## src/pkg/hcs_pkg.sv

```systemverilog
// Constants and types for the host-side command, status and data registers
package hcs_pkg;

  // ------------------------------------------------------------------
  // Host addresses
  // ------------------------------------------------------------------
  localparam logic [2:0] HCS_ADDR_CTRL   = 3'h0;
  localparam logic [2:0] HCS_ADDR_CMD    = 3'h1;
  localparam logic [2:0] HCS_ADDR_STAT   = 3'h2;
  localparam logic [2:0] HCS_ADDR_IVEC   = 3'h3;
  localparam logic [2:0] HCS_ADDR_DATA_A = 3'h6;
  localparam logic [2:0] HCS_ADDR_DATA_B = 3'h7;

  // ------------------------------------------------------------------
  // Field positions and reset values
  // ------------------------------------------------------------------
  localparam int         HCS_CMD_FLAG_BIT = 7;
  localparam int         HCS_ST_RF_BIT    = 0;
  localparam int         HCS_ST_TE_BIT    = 1;
  localparam int         HCS_ST_TC_BIT    = 2;
  localparam int         HCS_ST_F2_BIT    = 3;
  localparam int         HCS_ST_F3_BIT    = 4;
  localparam int         HCS_ST_REQ_BIT   = 7;
  localparam logic [6:0] HCS_CMD_IDX_RST  = 7'h32;
  localparam logic [7:0] HCS_IVEC_RST     = 8'h0f;
  localparam logic [7:0] HCS_BYTE_ZERO    = 8'h00;

  // ------------------------------------------------------------------
  // Data path sizes
  // ------------------------------------------------------------------
  localparam int HCS_WORD_W     = 16;
  localparam int HCS_FIFO_DEPTH = 8;

  // Host pin bundle as seen through the synchroniser
  typedef struct packed {
    logic       cs;
    logic       rd;
    logic       wr;
    logic       ack;
    logic [2:0] addr;
    logic [7:0] data;
  } hcs_pins_t;

endpackage

```

## src/hcs_top.sv

```systemverilog
// Host-side command, status and data registers with core-side word path
//
// What this block does
// - Seven-bit index picks one of 128 routines; address is twice it.
// - Index loads 0x32 on hardware, software, individual and stop resets.
// - Host writing one to bit 7 requests core; core acknowledge clears it.
// - Request flag also shows as command pending to the core.
// - Status register is read-only; host writes there change nothing.
// - Receive-full sets on word arrival, clears on host read at address 7.
// - Transmit-empty sets on move to core, clears on host write at 7.
// - Transfer-clear set only while transmit bytes and core word are empty.
// - Status bits 3 and 4 mirror two core-owned flags.
// - Status bits 5 and 6 read as zero.
// - Status bit 7 shows request pin, or either split request pin.
// - Request asserts on enabled receive-full or enabled transmit-empty.
// - Interrupt vector drives data bus while request and acknowledge held, except in split mode.
// - Interrupt vector resets to default on hardware and software reset.
// - Receive bytes return core word halves; read at address 7 clears full.
// - Byte order select swaps high and low bytes between addresses 6 and 7.
// - Write at address 7 clears transmit-empty; bytes feed core halves.
// - Both flags clear moves bytes as one word, setting both flags.
// - Each request enable gates its own flag onto the request.
// - Split mode: request pin transmit-only, acknowledge pin receive-only.
`timescale 1ns/10ps

// ----------------------------------------------------------------------
// Word FIFO between core transmit word and receive bytes
// ----------------------------------------------------------------------
module hcs_fifo #(
  parameter int WIDTH = 16,
  parameter int DEPTH = 8
) (
  input  wire logic             clk,
  input  wire logic             nrst,
  input  wire logic             flush,
  input  wire logic [WIDTH-1:0] in_data,
  input  wire logic             in_valid,
  output logic                  in_ready,
  output logic      [WIDTH-1:0] out_data,
  output logic                  out_valid,
  input  wire logic             out_ready
);
  localparam int AW = $clog2(DEPTH);

  typedef struct packed {
    logic [DEPTH-1:0][WIDTH-1:0] mem;
    logic [AW-1:0]               wptr;
    logic [AW-1:0]               rptr;
    logic [AW:0]                 count;
  } hcs_fifo_st_t;

  hcs_fifo_st_t st_r;
  hcs_fifo_st_t st_nxt;
  logic         push;
  logic         pop;

  assign in_ready  = (st_r.count != (AW+1)'(DEPTH));
  assign out_valid = (st_r.count != '0);
  assign out_data  = st_r.mem[st_r.rptr];
  assign push      = in_valid & in_ready;
  assign pop       = out_valid & out_ready;

  always_comb begin
    st_nxt = st_r;
    if (push) begin
      st_nxt.mem[st_r.wptr] = in_data;
      st_nxt.wptr = (st_r.wptr == AW'(DEPTH-1)) ? '0 : st_r.wptr + 1'b1;
    end
    if (pop) begin
      st_nxt.rptr = (st_r.rptr == AW'(DEPTH-1)) ? '0 : st_r.rptr + 1'b1;
    end
    st_nxt.count = st_r.count + (AW+1)'(push) - (AW+1)'(pop);
    if (flush) begin
      st_nxt.wptr  = '0;
      st_nxt.rptr  = '0;
      st_nxt.count = '0;
    end
  end

  always_ff @(posedge clk or negedge nrst) begin
    if (!nrst) begin
      st_r <= '0;
    end else begin
      st_r <= st_nxt;
    end
  end
endmodule

// ----------------------------------------------------------------------
// Register block top
// ----------------------------------------------------------------------
module hcs_top
  import hcs_pkg::*;
(
  input  wire logic                  clk,
  input  wire logic                  nrst,
  input  wire logic                  soft_rst,
  input  wire logic                  indiv_rst,
  input  wire logic                  stop_rst,
  input  wire logic                  host_cs_n,
  input  wire logic                  host_rd_n,
  input  wire logic                  host_wr_n,
  input  wire logic [2:0]            host_addr,
  input  wire logic [7:0]            host_data_in,
  output logic      [7:0]            host_data_out,
  output logic                       host_data_oe,
  output logic                       host_request_pin,
  input  wire logic                  ack_pin_in,
  output logic                       ack_pin_out,
  output logic                       ack_pin_oe,
  input  wire logic                  receive_request_enable,
  input  wire logic                  transmit_request_enable,
  input  wire logic                  split_request_mode,
  input  wire logic                  byte_order_select,
  input  wire logic                  core_flag_two,
  input  wire logic                  core_flag_three,
  output logic                       core_cmd_request,
  output logic      [7:0]            core_cmd_vector_addr,
  output logic                       command_pending,
  input  wire logic                  core_cmd_ack,
  input  wire logic [HCS_WORD_W-1:0] core_transmit_word,
  input  wire logic                  core_tx_valid,
  output logic                       core_tx_ready,
  output logic      [HCS_WORD_W-1:0] core_receive_word,
  output logic                       core_receive_full,
  input  wire logic                  core_rx_take,
  output logic                       transfer_clear
);

  typedef struct packed {
    hcs_pins_t                 s1;
    hcs_pins_t                 s2;
    logic                      rd_prev;
    logic                      wr_prev;
    logic [2:0]                rd_addr;
    logic [6:0]                cmd_idx;
    logic                      cmd_flag;
    logic [7:0]                ivec;
    logic [HCS_WORD_W-1:0]     rx_word;
    logic                      rf;
    logic [7:0]                tx_hi;
    logic [7:0]                tx_lo;
    logic                      te;
    logic [HCS_WORD_W-1:0]     crx_word;
    logic                      crf;
    logic [7:0]                dout;
    logic                      doe;
  } hcs_st_t;

  localparam hcs_st_t HCS_ST_RST = '{
    cmd_idx: HCS_CMD_IDX_RST,
    ivec:    HCS_IVEC_RST,
    te:      1'b1,
    default: '0
  };

  hcs_st_t               st_r;
  hcs_st_t               st_nxt;
  hcs_pins_t             pins;
  logic [HCS_WORD_W-1:0] fifo_data;
  logic                  fifo_valid;
  logic                  fifo_pop;
  logic                  any_rst;
  logic                  rx_req;
  logic                  tx_req;
  logic                  req_any;
  logic                  rd_act;
  logic                  wr_act;
  logic                  vec_drive;
  logic                  hi_at_a;
  logic [7:0]            status_byte;
  logic [7:0]            rd_byte;
  logic [7:0]            rx_hi;
  logic [7:0]            rx_lo;

  // ------------------------------------------------------------------
  // Core transmit word buffer
  // ------------------------------------------------------------------
  assign any_rst  = soft_rst | indiv_rst | stop_rst;
  assign fifo_pop = ~st_r.rf;

  hcs_fifo #(
    .WIDTH (HCS_WORD_W),
    .DEPTH (HCS_FIFO_DEPTH)
  ) u_fifo (
    .clk       (clk),
    .nrst      (nrst),
    .flush     (any_rst),
    .in_data   (core_transmit_word),
    .in_valid  (core_tx_valid),
    .in_ready  (core_tx_ready),
    .out_data  (fifo_data),
    .out_valid (fifo_valid),
    .out_ready (fifo_pop)
  );

  // ------------------------------------------------------------------
  // Request pins and status
  // ------------------------------------------------------------------
  assign pins.cs   = ~host_cs_n;
  assign pins.rd   = ~host_rd_n;
  assign pins.wr   = ~host_wr_n;
  assign pins.ack  = ack_pin_in;
  assign pins.addr = host_addr;
  assign pins.data = host_data_in;

  assign rx_req  = st_r.rf & receive_request_enable;
  assign tx_req  = st_r.te & transmit_request_enable;
  assign req_any = rx_req | tx_req;

  assign host_request_pin = split_request_mode ? tx_req : req_any;
  assign ack_pin_out      = split_request_mode & rx_req;
  assign ack_pin_oe       = split_request_mode;

  assign transfer_clear = st_r.te & ~st_r.crf;

  always_comb begin
    status_byte                 = HCS_BYTE_ZERO;
    status_byte[HCS_ST_RF_BIT]  = st_r.rf;
    status_byte[HCS_ST_TE_BIT]  = st_r.te;
    status_byte[HCS_ST_TC_BIT]  = transfer_clear;
    status_byte[HCS_ST_F2_BIT]  = core_flag_two;
    status_byte[HCS_ST_F3_BIT]  = core_flag_three;
    status_byte[HCS_ST_REQ_BIT] = req_any;
  end

  // ------------------------------------------------------------------
  // Host read multiplexer
  // ------------------------------------------------------------------
  assign hi_at_a = ~byte_order_select;
  assign {rx_hi, rx_lo} = st_r.rx_word;

  always_comb begin
    rd_byte = HCS_BYTE_ZERO;
    case (st_r.s2.addr)
      HCS_ADDR_CMD: begin
        rd_byte = {st_r.cmd_flag, st_r.cmd_idx};
      end
      HCS_ADDR_STAT: begin
        rd_byte = status_byte;
      end
      HCS_ADDR_IVEC: begin
        rd_byte = st_r.ivec;
      end
      HCS_ADDR_DATA_A: begin
        rd_byte = hi_at_a ? rx_hi : rx_lo;
      end
      HCS_ADDR_DATA_B: begin
        rd_byte = hi_at_a ? rx_lo : rx_hi;
      end
      default: begin
        rd_byte = HCS_BYTE_ZERO;
      end
    endcase
  end

  assign rd_act    = st_r.s2.cs & st_r.s2.rd;
  assign wr_act    = st_r.s2.cs & st_r.s2.wr;
  assign vec_drive = ~split_request_mode & req_any & st_r.s2.ack;

  // ------------------------------------------------------------------
  // Next state
  // ------------------------------------------------------------------
  always_comb begin
    st_nxt         = st_r;
    st_nxt.s1      = pins;
    st_nxt.s2      = st_r.s1;
    st_nxt.rd_prev = rd_act;
    st_nxt.wr_prev = wr_act;

    // Read start latches data; end of read applies side effect
    if (rd_act & ~st_r.rd_prev) begin
      st_nxt.rd_addr = st_r.s2.addr;
      st_nxt.dout    = rd_byte;
    end
    if (~rd_act & st_r.rd_prev & (st_r.rd_addr == HCS_ADDR_DATA_B)) begin
      st_nxt.rf = 1'b0;
    end
    st_nxt.doe = (rd_act & (st_r.s2.addr != HCS_ADDR_CTRL)) | vec_drive;
    if (vec_drive) begin
      st_nxt.dout = st_r.ivec;
    end

    // Host set below wins over a same-cycle acknowledge
    if (core_cmd_ack) begin
      st_nxt.cmd_flag = 1'b0;
    end

    if (wr_act & ~st_r.wr_prev) begin
      case (st_r.s2.addr)
        HCS_ADDR_CMD: begin
          st_nxt.cmd_idx = st_r.s2.data[HCS_CMD_FLAG_BIT-1:0];
          if (st_r.s2.data[HCS_CMD_FLAG_BIT]) begin
            st_nxt.cmd_flag = 1'b1;
          end
        end
        HCS_ADDR_IVEC: begin
          st_nxt.ivec = st_r.s2.data;
        end
        HCS_ADDR_DATA_A: begin
          if (hi_at_a) begin
            st_nxt.tx_hi = st_r.s2.data;
          end else begin
            st_nxt.tx_lo = st_r.s2.data;
          end
        end
        HCS_ADDR_DATA_B: begin
          if (hi_at_a) begin
            st_nxt.tx_lo = st_r.s2.data;
          end else begin
            st_nxt.tx_hi = st_r.s2.data;
          end
          st_nxt.te = 1'b0;
        end
        default: begin
          // Control, status and unused addresses ignore writes
          st_nxt.rd_addr = st_nxt.rd_addr;
        end
      endcase
    end

    // Core word into receive bytes
    if (fifo_valid & ~st_r.rf) begin
      st_nxt.rx_word = fifo_data;
      st_nxt.rf      = 1'b1;
    end

    // Transmit bytes into core receive word
    if (core_rx_take) begin
      st_nxt.crf = 1'b0;
    end
    if (~st_r.te & ~st_r.crf) begin
      st_nxt.crx_word = {st_r.tx_hi, st_r.tx_lo};
      st_nxt.te       = 1'b1;
      st_nxt.crf      = 1'b1;
    end

    if (any_rst) begin
      st_nxt.cmd_idx  = HCS_CMD_IDX_RST;
      st_nxt.cmd_flag = 1'b0;
      st_nxt.rf       = 1'b0;
      st_nxt.te       = 1'b1;
      st_nxt.crf      = 1'b0;
    end
    if (soft_rst) begin
      st_nxt.ivec = HCS_IVEC_RST;
    end
  end

  always_ff @(posedge clk or negedge nrst) begin
    if (!nrst) begin
      st_r <= HCS_ST_RST;
    end else begin
      st_r <= st_nxt;
    end
  end

  // ------------------------------------------------------------------
  // Outputs
  // ------------------------------------------------------------------
  assign host_data_out        = st_r.dout;
  assign host_data_oe         = st_r.doe;
  assign core_cmd_request     = st_r.cmd_flag;
  assign command_pending      = st_r.cmd_flag;
  assign core_cmd_vector_addr = {st_r.cmd_idx, 1'b0};
  assign core_receive_word    = st_r.crx_word;
  assign core_receive_full    = st_r.crf;

endmodule

```

## config.mk

```make
export PLATFORM = sky130hd
export DESIGN_NAME = hcs_top
export DESIGN_NICKNAME = d
export VERILOG_FILES = /design/src/pkg/hcs_pkg.sv /design/src/hcs_top.sv
export SDC_FILE = /design/constraint.sdc
export NUM_CORES = 1
export LEC_CHECK = 0
export BUFFER_PORTS_ARGS = -buffer_cell sky130_fd_sc_hd__buf_2
export CAP_MARGIN = 15
export CORE_ASPECT_RATIO = 1.75
export CORE_MARGIN = 2
export CORE_UTILIZATION = 45
export CTS_CLUSTER_DIAMETER = 200
export DETAILED_ROUTE_END_ITERATION = 10
export GPL_ROUTABILITY_DRIVEN = 0
export SETUP_SLACK_MARGIN = 0.5
export SYNTH_ARGS = -nofsm -noshare
export SYNTH_HDL_FRONTEND = slang
export SYNTH_SLANG_ARGS = --single-unit
export TNS_END_PERCENT = 30
```

## constraint.sdc

```tcl
create_clock -name clk -period 6.59 [get_ports clk]
set_input_delay 1.318 -clock clk [delete_from_list [all_inputs] [get_ports clk]]
set_output_delay 1.318 -clock clk [all_outputs]
set_load 0.1 [all_outputs]
```

* After elaboration in Yosys (flattened, before gate mapping)
Cells that the tools add are included. W data, S select, Z words.
Cells by class: add/subtract/negate cells 4, $lt $le $gt $ge 3, eq/ne operators 13, multiplexer cells 36, bitwise logic cells 30, reductions and logical operators 20
Operators with widths (count):
- $bwmux W128 | 1
- $mux W8 | 10
- $bmux W16 S3 | 1
- $demux W16 S3 | 1
- $mux W16 | 3
- $pmux W8 S5 | 1
- $pmux W16 S2 | 1
- $mux W18 | 1
- $and A1 B1 Y1 | 16
- $reduce_bool A2 Y1 | 8
- $eq A3 B3 Y1 const B | 5
- $mux W3 | 5
- $reduce_bool A3 Y1 | 5
- $mux W1 | 11
- $mux W10 | 1
- $not A1 Y1 | 10
- $lt A3 B4 Y1 const B | 2
- $ne A2 B2 Y1 const B | 4
- $reduce_and A4 Y1 | 2
- $add A3 B1 Y3 const B | 2
- $eq A3 B2 Y1 const B | 2
- $reduce_and A2 Y1 | 3
- $add A4 B1 Y4 | 1
- $ne A4 B4 Y1 const B | 1
- 6 further kinds | 9
Word-level totals: register bits after elaboration 249, input bits 45, output and inout bits 41, word-level logic and storage cells 144

* Longest topological paths before layout
Gate-level depths: netlist (run 1).
word-level depth 7, depth in mapped cells 12, depth with buffers taken out 11

* By module
Synthesis (run 1) repeated with hierarchy kept, for this count alone.
Unflattened totals: cells, all modules 761, area total of the unflattened synthesis 11373.4 µm²
By module, submodules not included:
- hcs_fifo | times used 1, cells an instance 399, area each 6627.6 µm², sequential area each 3453.3 µm²
- hcs_top | times used 1, cells an instance 362, area each 4745.8 µm², sequential area each 2787.7 µm²

* Worst setup path before layout (run 1)
Ideal clock, no wire load.
kind input to output, start point in receive_request_enable, end point out host_request_pin, data arrival time 3.468 ns, required time 5.272 ns, slack 1.804 ns, stages 2, path buffers 0, cell sequence nand2_1 > o21ai_0
On the way: longest elaborated chain between the ends 3
RTL lines:
- start: declaration | RTL line hcs_top.sv:111 | input wire logic receive_request_enable,
- $and A1 B1 Y1 | RTL line hcs_top.sv:207 | assign rx_req = st_r.rf & receive_request_enable;
- $or A1 B1 Y1 | RTL line hcs_top.sv:209 | assign req_any = rx_req | tx_req;
- $mux W1 | RTL line hcs_top.sv:211 | assign host_request_pin = split_request_mode ? tx_req : req_any;
- end: declaration | RTL line hcs_top.sv:107 | output logic host_request_pin,
Every way passes these cells.

* Worst setup path after layout (run 1)
Same ends and word-level chain as after synthesis.

==> results of run 1 <==
report_power, final:
part	internal, W	switching [W]
Combinational	0.000183	0.000287
Clock	0.000822	0.000577
Sequential	0.00168	0.0000908
layout by cell type (no fill, tap or decap), types with 3 or more instances in the layout:
cell type	count
inv_1	13
clkinv_2	5
clkbuf_8	5
buf_4	6
mux4_2	32
nor2_1	17
o221ai_1	7
and2_1	5
nand2_1	49
clkbuf_16	25
ha_1	10
or3_1	5
o21ai_0	19
a211o_1	4
mux2_2	167
o22ai_1	4
and3_1	3
a21o_1	3
nor2b_1	7
mux2i_1	38
nand3b_1	5
dfstp_2	8
a221oi_1	4
buf_2	83
a21oi_1	12
dfrtp_1	239
cell families after synthesis:
family                     after synthesis
adders and majority gates               11
muxes                                  238
DFF                                    249
xor gates and xnor gates                 3
and+or+nand+nor                        113
AOI/OAI and AO/OA                       62
buffers and inverters                   89
other                                    1
final timing paths:
| kind | to | slack [ns] | start | cells past startpoint |
|---|---|---|---|---|
| max | host_request_pin | 3.19 | receive_request_enable | 4 |
| min | st_r[83] | 0.35 | st_nxt[83] | 0 |
| max reg2reg | u_fifo.st_r[2] | 3.64 | u_fifo.st_r[2] | 10 |
| min reg2reg | st_r[83] | 0.35 | st_nxt[83] | 0 |
| max in group asynchronous | u_fifo.st_r[5] | 4.53 | nrst | 2 |
| min in group asynchronous | st_r[78] | 0.74 | nrst | 1 |
registers in the layout, summed over array words and instances, names as in the netlist:
signal                flops
u_fifo.st_r             138
st_r                     46
core_receive_word        16
st_nxt                   15
host_data_out             8
rx_hi                     8
rx_lo                     8
core_cmd_vector_addr      7
command_pending           1
core_receive_full         1
host_data_oe              1
cell type report:
class	instances	area (sq um)
fillers	2078	12200
clock buffers	32	702
inverters	14	55.1
well taps	312	390
repair buffers	91	495
flip-flops and latches	249	6240
clock inverters	9	100
multi-input cells	428	4300
worst max-delay path, delay by kind of cell:
| kind | cells | cell delay, ns |
|---|---|---|
| compound gates | 1 | 0.14 |
| simple gates | 1 | 0.06 |
| buf+inv | 2 | 0.57 |
per-layer routing:
layer / vias up / share of wire, % / global-route usage [%] / wire, um
li1: 2788 / - / - / -
met3: 47 / 3.5 / 2.45 / 835
met1: 3259 / 37 / 21.0 / 8850
met2: 133 / 56 / 35.9 / 13200
met4: 2 / 3.1 / 6.74 / 742
met5: - / 0.046 / 0 / 11
stage by stage:
stage	cells	setup slack (ns)
after floorplan	766	1.80
after global placement	1094	3.16
after detailed placement	1094	3.19
after CTS	1135	3.18
after global routing	1135	3.12
final	1135	3.19
==> out/metrics.csv, run 1 <==
stage,metric,value,unit
worst_setup_path,CP peak stage delay,0.45,ns
yosys,Syn Area/Cell,14.5,sq um
worst_setup_path,Startpoint Class,input port,
clocking,Clock Pin Slew Worst Setup and Hold Paths,0.06,ns
clocking,cts bufs inserted,24,
sta,Slew HR,31.7,%
worst_setup_path,kind of end point of the critical path,output pin,
clocking,H-Tree Level Count,1,
route,Starting DRT DRC Count,408,
worst_setup_path,most frequent CP cell,buf_2,
place,area post-placement,0.0115,sq mm
yosys,synthesized cell area,0.0111,sq mm
yosys,"Top FF cell, synth",dfrtp_1,
sta,fin crit period,3.40,ns
power,Design Power,0.00364,W
place,Port Buffers,84,
sta,setup TNS,0,ns
yosys,XOR/XNOR Fraction of Synth Area,0.406,%
finish,ant diodes,0,
clocking,hold_buf cts,0,
yosys,"count leader, synth",dfrtp_1,
clocking,CTS Buffer Depth,3,
sta,Max Clock Freq,0.294,GHz
global_route,GRT Resource Usage Total,18.9,%
floorplanning,starting density of the core,45.4,%
yosys,synth top area cells,"dfrtp_1 54%, mux2_2 17%, mux4_2 6.5%, mux2i_1 3.4%, buf_4 2.6%",
yosys,register bit total from synthesis,249,
run_status,status,completed,
yosys,"EDFF count, synth",0,
route,Pre-Repair DR Iteration Count,4,
clocking,CTS resizes,0,
route,Wirelength per Cell,20.9,um
clocking,clk_lat worst skew,0.53,ns
power,leakage power,5.75,nW
sta,RSZ-0062 raised after global routing,false,
worst_setup_path,critical path's slowest cell,buf_2,
finish,Layout Nets,864,
yosys,mux cell area share after synthesis,27.0,%
power,pwr dens,296,mW/mm^2
yosys,sequential share of the synthesized area,56.3,%
route,DR vias/cell,5.49,
yosys,Yosys cell types,56,
sta,Fin. Hold Viols,0,
worst_setup_path,worst-path cell chain,"buf_2, nand2_1, o21ai_0, buf_2",
sta,Max Clock Skew,0.0100,ns
sta,worst hold slack,0.347,ns
power,Worst VDD drop,0.172,mV
sta,# setup viols final,0,
global_route,vias in the first global route,6793,
worst_setup_path,crit-path max FO,3,
floorplanning,I/O pins,86,
global_route,largest net degree at the start of global routing,165,
yosys,largest family of logic cells by synthesized area,multiplexers,
global_route,grt ovf,0,
clocking,root buf cell,clkbuf_16,
finish,share of cells above drive strength 1,43.0,%
yosys,"area leader, netlist",dfrtp_1,
yosys,post-synthesis simple-gate area fraction,6.20,%
yosys,top cell type's share of synthesized area,54.4,%
clocking,CTS tree,done,
finish,final design area excluding fillers,0.0123,sq mm
yosys,Synthesized Nets,822,
worst_setup_path,Critical Path RT,5.27,ns
route,drt total wl,23.7,mm
yosys,most frequent cells after synthesis,"241 x dfrtp_1, 167 x mux2_2, 49 x nand2_1",
floorplanning,Die Y,212,um
yosys,Compound-Gate Fraction of Synth Area,3.83,%
floorplanning,Std-Cell Rows,76,
clocking,Setup Buffers After CTS,0,
floorplanning,Die X,123,um
worst_setup_path,Setup CP Type,in -> out,
place,post-DP HPWL,15.8,mm
run,total of max-cap violations,0,
sta,Tcrit/Tclk final,51.7,%
worst_setup_path,CP arrival,2.09,ns
finish,Layout Utilization,50.3,%
global_route,antenna violations before repair,1,
clocking,clk sinks,249,
sta,max-slew violations,0,
yosys,Adder-Cell Fraction of Synth Area,1.31,%
sta,worst slew pin tran,1.02,ns
route,Post-DRT Antenna Nets,0,
yosys,Async SR Flop Fraction,100,%
route,DR vias,6229,
floorplanning,Core Area,0.0244,sq mm
hold_path,Worst Hold Class,reg -> reg,
yosys,Post-Synthesis Cells,766,
global_route,first-pass GRT wire length,37.6,mm
finish,Area Overhead vs Synth,10.7,%
yosys,yosys warns,0,
route,# DRC,0,
floorplanning,die area,0.0260,sq mm
Note: power is estimated with default switching activity, not from simulation.
==> run 2, diff against run 1 <==
--- a/config.mk
+++ b/config.mk
@@ -5,6 +5,7 @@
 export SDC_FILE = /design/constraint.sdc
 export NUM_CORES = 1
 export LEC_CHECK = 0
+export ABC_AREA = 1
 export BUFFER_PORTS_ARGS = -buffer_cell sky130_fd_sc_hd__buf_2
 export CAP_MARGIN = 15
 export CORE_ASPECT_RATIO = 1.75
==> constraint.sdc (replaced) <==
create_clock -name clk -period 3.5 [get_ports clk]
set_input_delay 0.7 -clock clk [delete_from_list [all_inputs] [get_ports clk]]
set_output_delay 0.7 -clock clk [all_outputs]
set_load 0.1 [all_outputs]
==> run 2 against run 1 <==
  * Sequential power grew 88%
  * Die area is 1.6% higher
  * Design area rose by 1.7%
  * Core utilization grew 0.47 points
  * Register-to-register slack worse by 2.7 ns
  * Synthesized cell count grew 69%
==> out/metrics.csv, run 2 <==
stage,metric,value,unit
clocking,CTS Buffer Depth,3,
yosys,Yosys cell types,41,
yosys,sequential share of the synthesized area,55.3,%
route,Starting DRT DRC Count,564,
power,Design Power,0.00710,W
floorplanning,Std-Cell Rows,76,
sta,fin crit period,2.64,ns
floorplanning,Die Y,213,um
floorplanning,die area,0.0264,sq mm
run,total of max-cap violations,0,
yosys,synth top area cells,"dfrtp_1 53%, nand2_1 11%, o21ai_0 7.2%, nor2_1 4.5%, nand3_1 3.5%",
global_route,grt ovf,0,
route,Wirelength per Cell,16.7,um
finish,share of cells above drive strength 1,15.7,%
yosys,"Top FF cell, synth",dfrtp_1,
hold_path,Worst Hold Class,in -> async,
place,Setup Slack @ Placement,0.951,ns
floorplanning,Die X,124,um
route,drt total wl,27.6,mm
finish,max reg flops,138,
global_route,GRT Resource Usage Total,21.4,%
floorplanning,starting density of the core,45.8,%
clocking,CTS tree,done,
clocking,cts bufs inserted,24,
finish,Fill cells,2366,
clocking,Setup Buffers After CTS,0,
clocking,Clock Pin Slew Worst Setup and Hold Paths,0.07,ns
route,# DRC,0,
worst_setup_path,Setup CP Type,reg -> out,
sta,max-slew violations,0,
yosys,Synthesized Nets,1351,
power,sw frac,29.0,%
run_status,status,completed,
worst_setup_path,CP arrival,1.94,ns
yosys,register bit total from synthesis,249,
yosys,top cell type's share of synthesized area,53.5,%
power,leakage power,6.12,nW
place,Placed Cells,1609,
finish,ant diodes,0,
finish,"Most flops, register",u_fifo.st_r,
clocking,clk sinks,249,
sta,RSZ-0062 raised after global routing,false,
power,Int Pwr,0.00504,W
finish,Area Overhead vs Synth,10.8,%
sta,Max Clock Freq,0.379,GHz
yosys,"EDFF count, synth",0,
power,Net Sw Power,0.00206,W
yosys,Syn Area/Cell,8.71,sq um
finish,"commonest non-fill, non-tap cells in the layout","324 x nand2_1, 240 x dfrtp_1, 162 x o21ai_0",
yosys,Async SR Flop Fraction,100,%
finish,Layout Nets,1379,
sta,Slew HR,36.6,%
yosys,"count leader, synth",nand2_1,
clocking,CTS resizes,0,
finish,Layout Cells excl Fill,1653,
power,Gate power share,14.1,%
worst_setup_path,Critical Path RT,2.80,ns
worst_setup_path,kind of end point of the critical path,output pin,
sta,worst slew pin tran,0.950,ns
yosys,"area leader, netlist",dfrtp_1,
clocking,hold_buf cts,0,
clocking,H-Tree Level Count,1,
sta,Max Clock Skew,0.0249,ns
global_route,largest net degree at the start of global routing,85,
route,DR vias/cell,5.19,
yosys,yosys warns,0,
place,Port Buffers,84,
sta,setup slack after layout,0.861,ns
worst_setup_path,Startpoint Class,flop,
power,Seq pwr share,46.8,%
floorplanning,I/O pins,86,
sta,setup TNS,0,ns
power,pwr dens,568,mW/mm^2
yosys,Post-Synthesis Cells,1295,
route,DR vias,8578,
finish,"most common cell after layout, fill and taps aside",nand2_1,
global_route,first-pass GRT wire length,44.1,mm
worst_setup_path,crit-path max FO,5,
global_route,vias in the first global route,8305,
yosys,synthesized cell area,0.0113,sq mm
global_route,antenna violations before repair,0,
yosys,most frequent cells after synthesis,"324 x nand2_1, 241 x dfrtp_1, 163 x o21ai_0",
power,Worst VDD drop,0.410,mV
route,Pre-Repair DR Iteration Count,5,
clocking,clk_lat worst skew,0.54,ns
clocking,root buf cell,clkbuf_16,
floorplanning,Core Area,0.0246,sq mm
sta,Fin. Hold Viols,0,
sta,Tcrit/Tclk final,75.4,%
sta,# setup viols final,0,
place,post-DP HPWL,18.4,mm
power,Clk pwr share,39.0,%
route,Post-DRT Antenna Nets,0,
## run 2: changes by cell type in the layout (fill, tap and decap cells not counted), moves of 9 or more
cell,delta
o21ai_1,+67
mux4_2,-32
mux2i_1,-38
o21ai_0,+143
nand2_1,+275
mux2_2,-151
nand3_1,+77
nor2_1,+119
inv_1,+67
inv_2,+9
## run 2: kinds of logic after synthesis
logic type,after synthesis,synth area share (%)
other,1,0.0333
and+or+nand+nor,571,21.3
muxes,16,1.60
DFF,249,55.3
AOI/OAI and AO/OA,257,11.9
xor gates and xnor gates,2,0.222
buffers and inverters,188,8.31
adders and majority gates,11,1.29
## run 2: through the flow
| step | cell area [sq um] | util, % | hold WS (ns) |
|---|---|---|---|
| final | 12500 | 50.7 | 0.155 |
| after global routing | 12500 | 50.7 | 0.204 |
| after CTS | 12500 | 50.7 | 0.181 |
| after detailed placement | 11600 | 47.3 | 0.336 |
| after global placement | 11600 | 47.3 | 0.331 |
| after floorplan | 11300 | - | 0.331 |
## run 2: power groups by stage
stage,sequential (W),combinational [W],clock [W]
after floorplan,0.00332,0.000785,0
after global placement,0.00337,0.000988,0
after detailed placement,0.00338,0.00101,0
after CTS,0.00332,0.00101,0.00283
after global routing,0.00336,0.00114,0.00295
final,0.00332,0.00100,0.00277
## run 2: per-layer routing
metal | vias up | wire length, um | share of wire (%) | track usage (%)
li1 | 4203 | - | - | -
met1 | 4101 | 11200 | 40 | 25.7
met2 | 210 | 14200 | 52 | 38.1
met3 | 64 | 1060 | 3.8 | 2.50
met4 | 0 | 1120 | 4.0 | 9.48
met5 | - | 0 | 0 | 0
## run 2: layout make-up
type | instances | area (sq um) | area share [%]
flip-flops and latches | 249 | 6240 | 49.9
multi-input cells | 858 | 4100 | 32.8
clock buffers | 25 | 614 | 4.92
repair buffers | 100 | 576 | 4.61
well taps | 312 | 390 | 3.12
inverters | 90 | 338 | 2.70
clock inverters | 19 | 238 | 1.90
## run 2: critical path: stages, from the launching register on
cell and delay, ns:
dfstp_2 0.65, inv_1 0.06, nor2_1 0.22, buf_2 0.48
## run 2: path summary, 6_finish.rpt
| kind | slack, ns | end | cells after the start | startpoint |
|---|---|---|---|---|
| max in group asynchronous | 2.44 | st_r[61] | 2 | nrst |
| worst max-delay path | 0.86 | transfer_clear | 3 | st_r[26] |
| worst max register to register | 0.94 | u_fifo.st_r[2] | 12 | u_fifo.st_r[2] |
| min in group clk | 0.26 | st_nxt[88] | 1 | host_data_in[7] |
| worst min-delay path | 0.15 | core_receive_word[6] | 1 | nrst |
| worst min register to register | 0.33 | st_r[83] | 0 | st_nxt[83] |
==> run 3, diff against run 2 <==
--- a/config.mk
+++ b/config.mk
@@ -5,7 +5,7 @@
 export SDC_FILE = /design/constraint.sdc
 export NUM_CORES = 1
 export LEC_CHECK = 0
-export ABC_AREA = 1
+export ABC_AREA = 0
 export BUFFER_PORTS_ARGS = -buffer_cell sky130_fd_sc_hd__buf_2
 export CAP_MARGIN = 15
 export CORE_ASPECT_RATIO = 1.75
@@ -14,6 +14,7 @@
 export CTS_CLUSTER_DIAMETER = 200
 export DETAILED_ROUTE_END_ITERATION = 10
 export GPL_ROUTABILITY_DRIVEN = 0
+export PLACE_DENSITY = 0.65
 export SETUP_SLACK_MARGIN = 0.5
 export SYNTH_ARGS = -nofsm -noshare
 export SYNTH_HDL_FRONTEND = slang
==> constraint.sdc (replaced) <==
create_clock -name clk -period 2.4 [get_ports clk]
set_input_delay 0.48 -clock clk [delete_from_list [all_inputs] [get_ports clk]]
set_output_delay 0.48 -clock clk [all_outputs]
set_load 0.1 [all_outputs]
==> run 3 against run 2 <==
  * Worst hold slack worse by 0.091 ns
  * Worst setup slack got worse by 0.65 ns
  * Design area is 6.6% higher
  * Combinational power increased by 44%
  * Via count fell by 25%
  * Die area decreased by 1.6%
  * Count of clock-buffer cells in the layout decreased by 1
  * Clock skew shrank 0.019 ns
  * Critical endpoint is now u_fifo.st_r[55]
  * Largest power group unchanged
  * Highest routed layer is now met5
==> out/metrics.csv, run 3 (synthesized netlist as in run 1, its figures left out) <==
stage,metric,value,unit
sta,setup TNS,0,ns
route,DR vias/cell,5.43,
worst_setup_path,CP arrival,2.60,ns
clocking,CTS Buffer Depth,3,
clocking,Clock Pin Slew Worst Setup and Hold Paths,0.07,ns
floorplanning,Core Area,0.0244,sq mm
worst_setup_path,Setup CP Type,reg -> reg,
finish,"Most flops, register",u_fifo.st_r,
route,Post-DRT Antenna Nets,0,
hold_path,hold path depth,1,
run_status,status,completed,
route,DR vias,6429,
power,sw frac,25.6,%
worst_setup_path,Critical Path RT,2.80,ns
worst_setup_path,Startpoint Class,flop,
worst_setup_path,critical path's slowest cell,dfrtp_1,
worst_setup_path,worst-path cell chain,"ha_4, or3b_4, buf_12, nand2_8, buf_6, nor4b_4, buf_4, clkbuf_16, mux2_4",
sta,worst hold slack,0.0631,ns
global_route,grt ovf,0,
clocking,root buf cell,clkbuf_16,
finish,ant diodes,0,
sta,# setup viols final,0,
power,Clk pwr share,40.3,%
hold_path,Hold EP,st_nxt[84],
finish,Layout Utilization,54.5,%
sta,Max Clock Skew,0.00629,ns
floorplanning,I/O pins,86,
route,Pre-Repair DR Iteration Count,4,
power,Design Power,0.0105,W
sta,Max Clock Freq,0.456,GHz
global_route,antenna violations before repair,3,
power,Worst VDD drop,0.474,mV
route,# DRC,0,
sta,RSZ-0062 raised after global routing,true,
finish,"most common cell after layout, fill and taps aside",dfrtp_1,
worst_setup_path,kind of end point of the critical path,flop,
power,leakage power,6.27,nW
finish,share of cells above drive strength 1,48.0,%
floorplanning,die area,0.0260,sq mm
power,Gate power share,13.7,%
floorplanning,Std-Cell Rows,76,
finish,Layout Nets,913,
floorplanning,starting density of the core,45.4,%
power,Int Pwr,0.00785,W
worst_setup_path,Reg2Reg Launch Point,u_fifo.st_r[3],
clocking,cts bufs inserted,23,
route,drt total wl,24.6,mm
worst_setup_path,Worst Path Buf+Inv,4,
clocking,CTS tree,done,
clocking,H-Tree Level Count,1,
worst_setup_path,CP peak stage delay,0.41,ns
sta,Tcrit/Tclk final,91.3,%
place,post-DP HPWL,15.6,mm
place,Setup Slack @ Placement,0.343,ns
hold_path,Worst Min Path Start,host_data_in[3],
place,Port Buffers,84,
finish,max reg flops,138,
hold_path,Worst Hold Class,in -> reg,
route,Wirelength per Cell,20.8,um
worst_setup_path,register-to-register setup slack,0.21,ns
sta,fin crit period,2.19,ns
sta,Fin. Hold Viols,0,
worst_setup_path,worst reg-to-reg path cell count,9,
worst_setup_path,cell family with most CP delay,simple AND/OR/NAND/NOR gates,
sta,Slew HR,47.0,%
power,pwr dens,791,mW/mm^2
route,Starting DRT DRC Count,342,
sta,setup slack after layout,0.209,ns
run,total of max-cap violations,0,
finish,Area Overhead vs Synth,20.1,%
worst_setup_path,Critical Path Start,u_fifo.st_r[3],
clocking,clk sinks,249,
global_route,vias in the first global route,6771,
floorplanning,Die Y,212,um
floorplanning,Die X,123,um
clocking,clk_lat worst skew,0.52,ns
sta,max-slew violations,0,
finish,"commonest non-fill, non-tap cells in the layout","239 x dfrtp_1, 134 x mux2_2, 77 x buf_2",
sta,worst slew pin tran,0.795,ns
power,Seq pwr share,46.0,%
global_route,largest net degree at the start of global routing,68,
global_route,first-pass GRT wire length,38.5,mm
worst_setup_path,Worst R2R End,u_fifo.st_r[55],
worst_setup_path,crit-path max FO,8,
global_route,GRT Resource Usage Total,19.5,%
power,Net Sw Power,0.00269,W
==> run 3: what timing repair did <==
item / in CTS / in global routing
hold buffers: 1 / 0
endpoints found under the setup margin: 144 / 166
gates cloned: 3 / 2
gates resized for setup: 45 / 31
buffers inserted: 15 / 12
pin swaps: 2 / 6
endpoints found under the hold margin: 49 / 0
==> run 3: area by class of cell <==
type                    count  area, sq um
fillers                  2011        11100
flip-flops and latches    249         6240
multi-input cells         428         4510
repair buffers            141         1240
clock buffers              24          579
well taps                 312          390
clock inverters            17          298
inverters                  14         65.1
==> run 3: worst max-delay path by stage <==
stage                      end  slack [ns]  cells after the start
2_1_floorplan  u_fifo.st_r[47]        0.20                      7
3_3_place_gp    u_fifo.st_r[2]        0.38                      9
3_5_place_dp   u_fifo.st_r[70]        0.34                      7
4_1_cts          core_tx_ready        0.22                      4
5_1_grt        u_fifo.st_r[49]        0.13                      9
6_report       u_fifo.st_r[55]        0.21                      9
==> run 3: routing by layer <==
layer | vias up | GRT usage (%) | part of all wire, %
li1 | 2895 | - | -
met1 | 3367 | 22.0 | 37
met2 | 119 | 36.3 | 56
met3 | 42 | 2.72 | 3.2
met4 | 6 | 7.45 | 3.2
met5 | - | 0 | 0.15
==> run 3: per-stage QoR <==
stage | std cells | area, sq um
floorplan | 766 | 11100
global placement | 1111 | 11700
detailed placement | 1111 | 11700
CTS | 1171 | 13100
global route | 1185 | 13300
finish | 1185 | 13300
==> run 3: power groups by stage <==
stage / clock network (W) / logic (W) / registers (W)
after floorplan: 0 / 0.00103 / 0.00483
after CTS: 0.00435 / 0.00142 / 0.00485
final: 0.00425 / 0.00144 / 0.00485
after global routing: 0.00451 / 0.00158 / 0.00490
after detailed placement: 0 / 0.00134 / 0.00493
after global placement: 0 / 0.00132 / 0.00491
